$ cat src/ilc_params.svh
`ifndef ILC_PARAMS_SVH
`define ILC_PARAMS_SVH

// ----------------------------------------------------------------
// Encodings and sizes of the indirect long call
// ----------------------------------------------------------------
`define ILC_CALL_OPCODE 10'h030
`define ILC_SECOND_TAG 2'h2
`define ILC_PC_WIDTH 13
`define ILC_PAGE_WIDTH 6
`define ILC_WORD_WIDTH 7
`define ILC_STACK_LEVELS 8
`define ILC_DEPTH_FULL 4'h8
`define ILC_SP_RESET 3'h7
`define ILC_PC_RESET 13'h0000

// ----------------------------------------------------------------
// Field positions in the second instruction word
// ----------------------------------------------------------------
`define ILC_TAG_HI 9
`define ILC_TAG_LO 8
`define ILC_PAGE_UP_HI 7
`define ILC_PAGE_UP_LO 6
`define ILC_ZERO_HI 5
`define ILC_ZERO_LO 4
`define ILC_PAGE_LO_HI 3
`define ILC_PAGE_LO_LO 0

`endif

$ cat src/ilc_pkg.sv
package ilc_pkg;
`include "ilc_params.svh"

   typedef logic [9:0] ilc_word_t;
   typedef logic [`ILC_PC_WIDTH-1:0] ilc_pc_t;
   typedef logic [`ILC_PAGE_WIDTH-1:0] ilc_page_t;

   typedef enum logic {ILC_IDLE, ILC_WAIT_PAGE} ilc_state_e;

   // Whole state of the call unit
   typedef struct packed {
      ilc_state_e state;
      ilc_pc_t pc;
      logic [2:0] sp;
      logic [3:0] depth;
      logic overflow;
      logic done;
      logic busy;
      ilc_pc_t top;
      ilc_pc_t [`ILC_STACK_LEVELS-1:0] stack;
   } ilc_state_s;

endpackage

$ cat src/ilc_call_unit.sv
`timescale 1ns/1ps
// Operation
// - A call first steps the stack level pointer up by one and then stores the return address, the word after the page word, in the entry it selects.
// - The page part of the counter is loaded with the page value carried by the instruction.
// - The in-page part is the three low bits of the upper offset register above the four work register bits.
// - The six page bits come from the second word, p5 and p4 above two zero bits, p3 to p0 at the bottom.
// - The return stack holds eight nested levels and deeper nesting overflows it.
module ilc_call_unit
   import ilc_pkg::*;
(
   input wire logic SYS_CLK_I,
   input wire logic ARST_N_I,
   input wire logic INSTR_VALID_I,
   input wire ilc_word_t INSTR_I,
   input wire logic [2:0] UPPER_OFS_I,
   input wire logic [3:0] WORK_REG_I,
   output ilc_pc_t PROGRAM_COUNTER_O,
   output logic [2:0] STACK_LEVEL_O,
   output ilc_pc_t RETURN_TOP_O,
   output logic CALL_BUSY_O,
   output logic CALL_DONE_O,
   output logic STACK_OVERFLOW_O
);

   // ----------------------------------------------------------------
   // Decoding helpers
   // ----------------------------------------------------------------

   // Page field of a second word; zero bits in between are skipped
   function automatic ilc_page_t page_of(input ilc_word_t w);
      page_of = {w[`ILC_PAGE_UP_HI:`ILC_PAGE_UP_LO], w[`ILC_PAGE_LO_HI:`ILC_PAGE_LO_LO]};
   endfunction

   function automatic logic is_call(input ilc_word_t w);
      is_call = (w == `ILC_CALL_OPCODE);
   endfunction

   // ----------------------------------------------------------------
   // State update
   // ----------------------------------------------------------------
   ilc_state_s st_q;
   ilc_state_s st_d;
   logic [2:0] sp_next;
   ilc_pc_t ret_addr;

   // Return address is the word after the page word
   assign sp_next = 3'(st_q.sp + 3'h1);
   assign ret_addr = ilc_pc_t'(st_q.pc + 13'h0001);

   // Next state of counter, pointer and stack
   always_comb
   begin
      st_d = st_q;
      st_d.done = 1'b0;
      if (INSTR_VALID_I)
      begin
         unique case (st_q.state)
            ILC_IDLE:
            begin
               st_d.pc = ret_addr;
               if (is_call(INSTR_I))
               begin
                  st_d.state = ILC_WAIT_PAGE;
               end
            end
            ILC_WAIT_PAGE:
            begin
               st_d.sp = sp_next;
               st_d.stack[sp_next] = ret_addr;
               if (st_q.depth == `ILC_DEPTH_FULL)
               begin
                  st_d.overflow = 1'b1;
               end
               else
               begin
                  st_d.depth = 4'(st_q.depth + 4'h1);
               end
               st_d.pc[`ILC_PC_WIDTH-1:`ILC_WORD_WIDTH] = page_of(INSTR_I);
               // word part from D and A
               st_d.pc[`ILC_WORD_WIDTH-1:0] = {UPPER_OFS_I, WORK_REG_I};
               st_d.done = 1'b1;
               st_d.state = ILC_IDLE;
            end
         endcase
      end
      // Busy and top kept as flops so the pins never see decode glitches
      st_d.busy = (st_d.state == ILC_WAIT_PAGE);
      st_d.top = st_d.stack[st_d.sp];
   end

   // State register; stack cleared so nothing stale is read back
   always_ff @(posedge SYS_CLK_I or negedge ARST_N_I)
   begin
      if (!ARST_N_I)
      begin
         st_q <= '{state: ILC_IDLE, pc: `ILC_PC_RESET, sp: `ILC_SP_RESET, depth: 4'h0,
                   overflow: 1'b0, done: 1'b0, busy: 1'b0, top: `ILC_PC_RESET, stack: '0};
      end
      else
      begin
         st_q <= st_d;
      end
   end

   // ----------------------------------------------------------------
   // Outputs, all straight from the state register
   // ----------------------------------------------------------------
   assign PROGRAM_COUNTER_O = st_q.pc;
   assign STACK_LEVEL_O = st_q.sp;
   assign RETURN_TOP_O = st_q.top;
   assign CALL_BUSY_O = st_q.busy;
   assign CALL_DONE_O = st_q.done;
   assign STACK_OVERFLOW_O = st_q.overflow; // Sticky until reset

   // Page word is taken on this edge
   logic take_page;
   assign take_page = INSTR_VALID_I && (st_q.state == ILC_WAIT_PAGE);
endmodule

$ cat config.mk
export PLATFORM = sky130hd
export DESIGN_NAME = ilc_call_unit
export DESIGN_NICKNAME = d
export VERILOG_FILES = /design/src/ilc_pkg.sv /design/src/ilc_call_unit.sv
export VERILOG_INCLUDE_DIRS = /design/src
export SDC_FILE = /design/constraint.sdc
export NUM_CORES = 1
export LEC_CHECK = 0
export BUFFER_PORTS_ARGS = -buffer_cell sky130_fd_sc_hd__buf_2
export CAP_MARGIN = 20
export CORE_ASPECT_RATIO = 0.6
export CORE_UTILIZATION = 43
export CTS_BUF_LIST = sky130_fd_sc_hd__clkbuf_16
export CTS_CLUSTER_DIAMETER = 60
export DETAILED_ROUTE_END_ITERATION = 10
export MAX_ROUTING_LAYER = met4
export PLACE_DENSITY = 0.58
export SLEW_MARGIN = 20
export SYNTH_ARGS = -nofsm -noshare
export SYNTH_HDL_FRONTEND = slang
export SYNTH_SLANG_ARGS = --single-unit
$ cat constraint.sdc
create_clock -name SYS_CLK_I -period 2.9 [get_ports SYS_CLK_I]
set_clock_uncertainty 0.15 [all_clocks]
set_input_delay 0.29 -clock SYS_CLK_I [delete_from_list [all_inputs] [get_ports SYS_CLK_I]]
set_output_delay 0.29 -clock SYS_CLK_I [all_outputs]
set_load 0.01 [all_outputs]
==> metrics.md, run 1 <==
| Metric | Value |
|---|---|
| Worst EP arrival | 2.88 ns |
| Slowest stage cell, crit path | xor2_1 |
| Final min period | 2.75 ns |
| Static Leak | 0.00364 µW |
| R2R Path Start | PROGRAM_COUNTER_O[1] |
| Finished Layout Cells | 911 |
| Cell count after synthesis | 661 |
| Cell Chain, Critical Path | ha_1, and4_4, nand4_1, xor2_1, a21oi_1, and2_1, a211oi_1, nor4_1 |
| Synthesized cell area | 0.00668 mm² |
| Hold Crit Start | INSTR_I[9] |
| CTS tree | yes |
| Maximum vdd ir drop | 357 µV |
| Number of I/O port buffers | 51 |
| Initial DRC Count | 421 |
| Antenna Nets Post-Route | 0 |
| Initial Utilization | 45.1% |
| WS Path Type | flop to flop |
| Post-synthesis sequential area ratio | 52.5% |
| R2r worst-path depth | 8 |
| Longest Clk Path Bufs | 2 |
| Slowest Stage Delay on Critical Path | 0.69 ns |
| Routed vias/inst | 5.56 |
| Num rows | 34 |
| Worst-Skew Late Latency | 0.42 ns |
| Total number of vias | 5064 |
| Total Routing Usage GR | 23.3% |
| DP HPWL | 11700 µm |
| I/O pin count | 52 |
| Post-CTS Setup Bufs | 0 |
| Pre-Repair DR Iteration Count | 6 |
| Gp weighted congestion | 0.854 |
| Clock-pin slew on the worst setup and hold paths | 0.06 ns |
| Kind of start point of the critical path | flop |
| FF/Latch Area | 0.00351 mm² |
| N_diodes | 0 |
| TritonCTS Buffers | 17 |
| Share of post-route cells with drive strength above 1 | 24.3% |
| Clock sinks | 140 |
| Largest net degree at the start of global routing | 67 |
| Share of the synthesized area in the top cell type | 51.4% |
| Power Dens Cells | 723 mW/mm² |
| Post-synthesis register bit count | 140 |
| Synth warn | 0 |
| Worst-Margin Slew | 0.879 ns |
| Worst hold margin | 0.0327 ns |
| CP Depth | 8 |
| Initial antenna violation count | 0 |
| Critical Path Fanout Max | 9 |
| Synth area leader | dfrtp_1 |
| CP top delay family | simple AND/OR/NAND/NOR gates |
| Avg WL per Cell | 18.9 µm |
| Status | finished clean |
| Placed cell count | 879 |
| Vias in the first global route | 4896 |
| Nets | 726 |
| Die width | 163 µm |
| Synth unique cells | 54 |
| R2R Setup Slk | 0.15 ns |
| Async set-reset flop share out of synthesis | 100% |
| Worst Hold Depth | 4 |
| # fillers | 1355 |
| Final wirelength | 17200 µm |
| Largest cells by area after synthesis | dfrtp_1 (51%), a21oi_1 (8.2%), nor2_1 (5.4%) |
| Upper clock frequency limit | 363 MHz |
| Data required time of the worst path | 3.03 ns |
| Worst Path Buf+Inv | 0 |
| RR Endpoint | RETURN_TOP_O[8] |
| Die outline area | 0.0160 mm² |
| Number of H-tree levels | 4 |
| Area delta synth->final | 16.2% |
| Fin Setup TNS | 0 ns |
| Grt total ovfl | 0 |
| Max-Cap Viols | 0 |
| Core area | 0.0148 mm² |
| Synth Flop Type | dfrtp_1 |
| Root Buffer Master | clkbuf_16 |
| Syn nets | 685 |
| Min-Delay Endpoint | CALL_BUSY_O |
| Fin. max-slew vios | 0 |
| Remaining DRCs | 0 |
| Footprint of the multi-input gates | 0.00269 mm² |
| Global-route wire length before repair | 27400 µm |
| Die height | 98.5 µm |
| Final Cycle Share | 94.9% |
| Worst hold path class | input pin to flop |
| Final Setup Violations | 0 |
| RSZ-0062 raised after global routing | false |
| Worst Setup End Kind | flop |
| Rel. slew slack | 41.0% |
| Hold violation total from the final report | 0 |
| Synthesized area per cell | 10.1 µm² |
| Post-synth EDFFs | 0 |
## stage by stage
step                      instance area (µm²)  util, %  total power [µW]  setup WS (ns)
after floorplan                          6680        -              2970          0.379
after global placement                   7100     47.9              3300          0.139
after detailed placement                 7100     47.9              3320        -0.0509
after CTS                                7740     52.3              5650          0.147
after global routing                     7760     52.4              5840         0.0155
final                                    7760     52.4              5610          0.148
## sequential cells by signal, indices dropped and copies added (netlist names)
signal / cells
STACK_OVERFLOW_O: 1
CALL_DONE_O: 1
st_q: 108
RETURN_TOP_O: 13
STACK_LEVEL_O: 3
CALL_BUSY_O: 1
PROGRAM_COUNTER_O: 13
## final cells by class
cell class              count  area share [%]
flip-flops and latches    140            45.2
multi-input cells         438            34.7
inverters                  12           0.581
clock buffers              17            5.48
repair buffers             93            8.31
well taps                 198            3.19
clock inverters            13            2.56
## where the power goes
part	internal, µW	total, µW	switching (µW)
Combinational	389	1050	665
Sequential	2100	2240	144
Clock	1510	2320	808
## tightest hold or removal path: cells and delay by family
kind            cells  cell delay (ns)
simple gates        2             0.12
buf+inv             1             0.08
compound gates      1             0.07
## worst max-delay path by stage
stage / from / to / slack, ns
3_3_place_gp: STACK_LEVEL_O[1] / RETURN_TOP_O[5] / 0.14
6_report: PROGRAM_COUNTER_O[1] / RETURN_TOP_O[8] / 0.15
3_5_place_dp: STACK_LEVEL_O[1] / RETURN_TOP_O[6] / -0.05
5_1_grt: STACK_LEVEL_O[1] / RETURN_TOP_O[5] / 0.02
2_1_floorplan: STACK_LEVEL_O[1] / RETURN_TOP_O[4] / 0.38
4_1_cts: STACK_LEVEL_O[1] / RETURN_TOP_O[6] / 0.15
## cell usage in the layout (no fill, tap or decap), types with 3 or more instances in the layout
master       n
buf_12       5
nand3_1      6
buf_4       35
mux4_2       4
and2_1       9
nor2_1      93
nor4_4       3
buf_2       50
nor2_2       3
nand2_1     47
a22o_1       6
mux2_2      21
xor2_1       5
ha_1         4
a211oi_1    15
a21o_1       8
and3_1       3
nor3_1      13
nand4_1      4
mux2i_1      5
bufinv_16    5
clkbuf_16   17
nor4_1       8
xnor2_1      8
inv_1       11
dfstp_2      3
o21ai_1      3
dfrtp_1    137
a21oi_2      3
a21oi_1    108
clkinv_2     3
o22ai_1      5
a211oi_2     3
o21ai_0     22
## cell families (layout without fill, tap and decap cells)
group                      Yosys count  count (layout)  synth area share, %
and+or+nand+nor                    200             200                 14.5
AOI/OAI and AO/OA                  187             187                 16.5
DFF                                140             140                 52.5
buffers and inverters               83             135                 7.52
muxes                               30              30                 5.64
xor gates and xnor gates            17              17                 2.57
adders and majority gates            4               4                0.750
## metal layers
metal / global-route usage, % / part of all wire, % / wire (µm)
met1: 35.2 / 51 / 8720
met2: 31.3 / 42 / 7290
met3: 4.50 / 6.0 / 1030
met4: 6.61 / 0.79 / 136
met5: - / 0 / 0
## synthesized netlist by cell type (3+ instances only)
master	number
a211oi_2	3
xor2_1	5
o22ai_1	5
nor3_1	13
nor4_1	8
mux2i_1	5
dfrtp_1	137
nand2_1	48
a21oi_1	109
nor2_1	96
nor4_4	3
a22o_1	6
a211oi_1	15
buf_4	42
mux2_2	21
dfstp_2	3
nand4_1	4
ha_1	4
clkbuf_1	13
buf_2	14
and3_1	3
mux4_2	4
xnor2_1	9
and2_1	9
a21o_1	8
nand3_1	6
o21ai_1	3
inv_1	11
o21ai_0	22
## what timing repair did
action,4_1_cts,5_1_grt
hold endpoints to repair,61,0
pin swaps,0,3
setup endpoints to repair,2,5
gates resized for setup,1,4
hold buffers,2,0
(Power assumes the default switching activity.)
==> run 2: changes to the inputs <==
--- a/config.mk
+++ b/config.mk
@@ -8,13 +8,15 @@
 export LEC_CHECK = 0
 export BUFFER_PORTS_ARGS = -buffer_cell sky130_fd_sc_hd__buf_2
 export CAP_MARGIN = 20
+export CELL_PAD_IN_SITES_DETAIL_PLACEMENT = 0
+export CELL_PAD_IN_SITES_GLOBAL_PLACEMENT = 2
 export CORE_ASPECT_RATIO = 0.6
-export CORE_UTILIZATION = 43
+export CORE_UTILIZATION = 39
 export CTS_BUF_LIST = sky130_fd_sc_hd__clkbuf_16
 export CTS_CLUSTER_DIAMETER = 60
 export DETAILED_ROUTE_END_ITERATION = 10
 export MAX_ROUTING_LAYER = met4
-export PLACE_DENSITY = 0.58
+export PLACE_DENSITY = 0.78
 export SLEW_MARGIN = 20
 export SYNTH_ARGS = -nofsm -noshare
 export SYNTH_HDL_FRONTEND = slang
==> constraint.sdc (replaced) <==
create_clock -name SYS_CLK_I -period 2.9 [get_ports SYS_CLK_I]
set_clock_uncertainty 0.15 [all_clocks]
set_input_delay 0.29 -clock SYS_CLK_I [delete_from_list [all_inputs] [get_ports SYS_CLK_I]]
set_output_delay 0.29 -clock SYS_CLK_I [all_outputs]
set_load 0.1 [all_outputs]
==> metrics.md, run 2 (synthesis gave the netlist of run 1 again) <==
| Metric | Value |
|---|---|
| Status | finished clean |
| Power Dens Cells | 815 mW/mm² |
| N_diodes | 0 |
| I/O pin count | 52 |
| Final wirelength | 18000 µm |
| Global-route wire length before repair | 28800 µm |
| Data required time of the worst path | 3.11 ns |
| Most used routing layer | met1 |
| Avg WL per Cell | 19.0 µm |
| CP top delay family | simple AND/OR/NAND/NOR gates |
| Internal | 3970 µW |
| Power share of the clock group | 37.4% |
| Clock sinks | 140 |
| Worst Path Buf+Inv | 1 |
| Clock-pin slew on the worst setup and hold paths | 0.07 ns |
| Worst EP arrival | 2.97 ns |
| Gp weighted congestion | 0.810 |
| Vias in the first global route | 5007 |
| Total Routing Usage GR | 22.9% |
| Global Route met1 Usage | 33.8% |
| Upper clock frequency limit | 363 MHz |
| Worst-Skew Late Latency | 0.43 ns |
| RSZ-0062 raised after global routing | true |
| Nets | 731 |
| Top reg by flops | st_q |
| Cell Chain, Critical Path | ha_1, xnor2_4, and3_1, buf_12, nor2_1, a21oi_1, a211oi_1, nor4_1, o21a_1 |
| Post-CTS Setup Bufs | 0 |
| Global routing usage on met2 | 32.1% |
| Die width | 171 µm |
| DP HPWL | 12400 µm |
| Reg power frac | 34.6% |
| Static Leak | 0.00367 µW |
| Hold Crit Start | INSTR_I[2] |
| Hold violation total from the final report | 0 |
| Core area | 0.0165 mm² |
| Die outline area | 0.0177 mm² |
| CTS tree | yes |
| Slowest Stage Delay on Critical Path | 0.54 ns |
| Longest Clk Path Bufs | 2 |
| Leading cell type in the layout, fill and taps excluded | dfrtp_1 |
| Largest net degree at the start of global routing | 57 |
| Final Cycle Share | 95.1% |
| Num rows | 36 |
| Area delta synth->final | 17.8% |
| Min-Delay Endpoint | PROGRAM_COUNTER_O[9] |
| Pre-Repair DR Iteration Count | 5 |
| Fin. max-slew vios | 0 |
| Die height | 103 µm |
| Rel. slew slack | 38.0% |
| Total number of vias | 5105 |
| # fillers | 1551 |
| GR Util met3 | 4.38% |
| R2R Path Start | STACK_LEVEL_O[0] |
| Critical Path Fanout Max | 26 |
| Maximum vdd ir drop | 481 µV |
| Max-Cap Viols | 0 |
| Routed vias/inst | 5.39 |
| Sw Ratio | 38.0% |
| WS Path Type | flop to flop |
| Worst Hold Depth | 3 |
| Number of I/O port buffers | 51 |
| Initial antenna violation count | 0 |
| Kind of start point of the critical path | flop |
| Worst-Margin Slew | 0.924 ns |
| FF/Latch Area | 0.00351 mm² |
| Initial Utilization | 40.5% |
| RR Endpoint | RETURN_TOP_O[6] |
| Psw | 2440 µW |
| Commonest cells after routing, fill and taps aside | dfrtp_1 (137), a21oi_1 (109), nor2_1 (94), buf_2 (50), nand2_1 (48) |
| Fin Setup TNS | 0 ns |
| Slowest stage cell, crit path | dfstp_2 |
| Worst Setup End Kind | flop |
| Max reg flops | 108 |
| Final min period | 2.76 ns |
| CP Depth | 9 |
| Footprint of the multi-input gates | 0.00271 mm² |
| Worst hold path class | input pin to flop |
| Finished Layout Cells | 948 |
| Number of H-tree levels | 4 |
| Remaining DRCs | 0 |
| TritonCTS Buffers | 17 |
| Initial DRC Count | 430 |
| R2R Setup Slk | 0.14 ns |
| Antenna Nets Post-Route | 0 |
| Share of post-route cells with drive strength above 1 | 24.9% |
| Placed cell count | 914 |
| Comb pwr share | 28.0% |
| Final Setup Violations | 0 |
| Root Buffer Master | clkbuf_16 |
| R2r worst-path depth | 9 |
| Grt total ovfl | 0 |
==> run 2: changes by cell type in the layout (fill, tap and decap cells not counted), sizes merged <==
| cell | change |
|---|---|
| inv | +5 |
| buf | +5 |
| clkinv | -3 |
| clkinvlp | +1 |
| bufinv | -1 |
==> run 2: power groups by stage <==
stage / clock, µW / sequential [µW] / combinational, µW
2_1_floorplan: 0 / 2230 / 1430
3_3_place_gp: 0 / 2250 / 1790
3_5_place_dp: 0 / 2250 / 1790
4_1_cts: 2430 / 2220 / 1800
5_1_grt: 2510 / 2230 / 1900
6_report: 2400 / 2220 / 1800
==> run 2: layout make-up <==
type	count	share of cell area, %
clock inverter	15	2.66
timing repair buffer	98	8.67
clock buffer	17	5.41
inverter	12	0.573
multi-input combinational	438	34.4
sequential	140	44.6
tap	228	3.63
==> run 2: per-stage QoR <==
stage          setup slack, ns  instance area (µm²)  util, %  power [µW]  hold WS, ns
6_report                 0.142                 7860     47.7        6410      0.00968
5_1_grt                -0.0403                 7860     47.7        6650       0.0201
4_1_cts                  0.159                 7830     47.5        6450      0.00168
3_5_place_dp             0.189                 7180     43.5        4040        0.157
3_3_place_gp             0.196                 7180     43.5        4030        0.155
2_1_floorplan           0.0360                 6680        -        3650       -0.156
==> run 2: layer usage <==
metal,vias up,share of wire [%]
met3,17,4.9
met5,-,0
li1,2371,-
met2,135,42
met1,2582,52
met4,0,1.1
==> run 2: repair_timing <==
| item | CTS | global route |
|---|---|---|
| gates resized for setup | 0 | 4 |
| hold buffers | 2 | 0 |
| endpoints found under the setup margin | 0 | 2 |
| endpoints found under the hold margin | 51 | 0 |
==> run 2: how the worst max path moves through the flow <==
stage | from | to
after floorplan | CALL_BUSY_O | RETURN_TOP_O[0]
after global placement | PROGRAM_COUNTER_O[1] | RETURN_TOP_O[10]
after detailed placement | PROGRAM_COUNTER_O[1] | RETURN_TOP_O[10]
after CTS | PROGRAM_COUNTER_O[1] | RETURN_TOP_O[10]
after global routing | STACK_LEVEL_O[0] | RETURN_TOP_O[6]
final | STACK_LEVEL_O[0] | RETURN_TOP_O[6]
==> run 2: worst min-delay path, cell delays in order <==
cell and delay [ns]:
buf_2 0.09, o22ai_1 0.05, a21oi_1 0.11
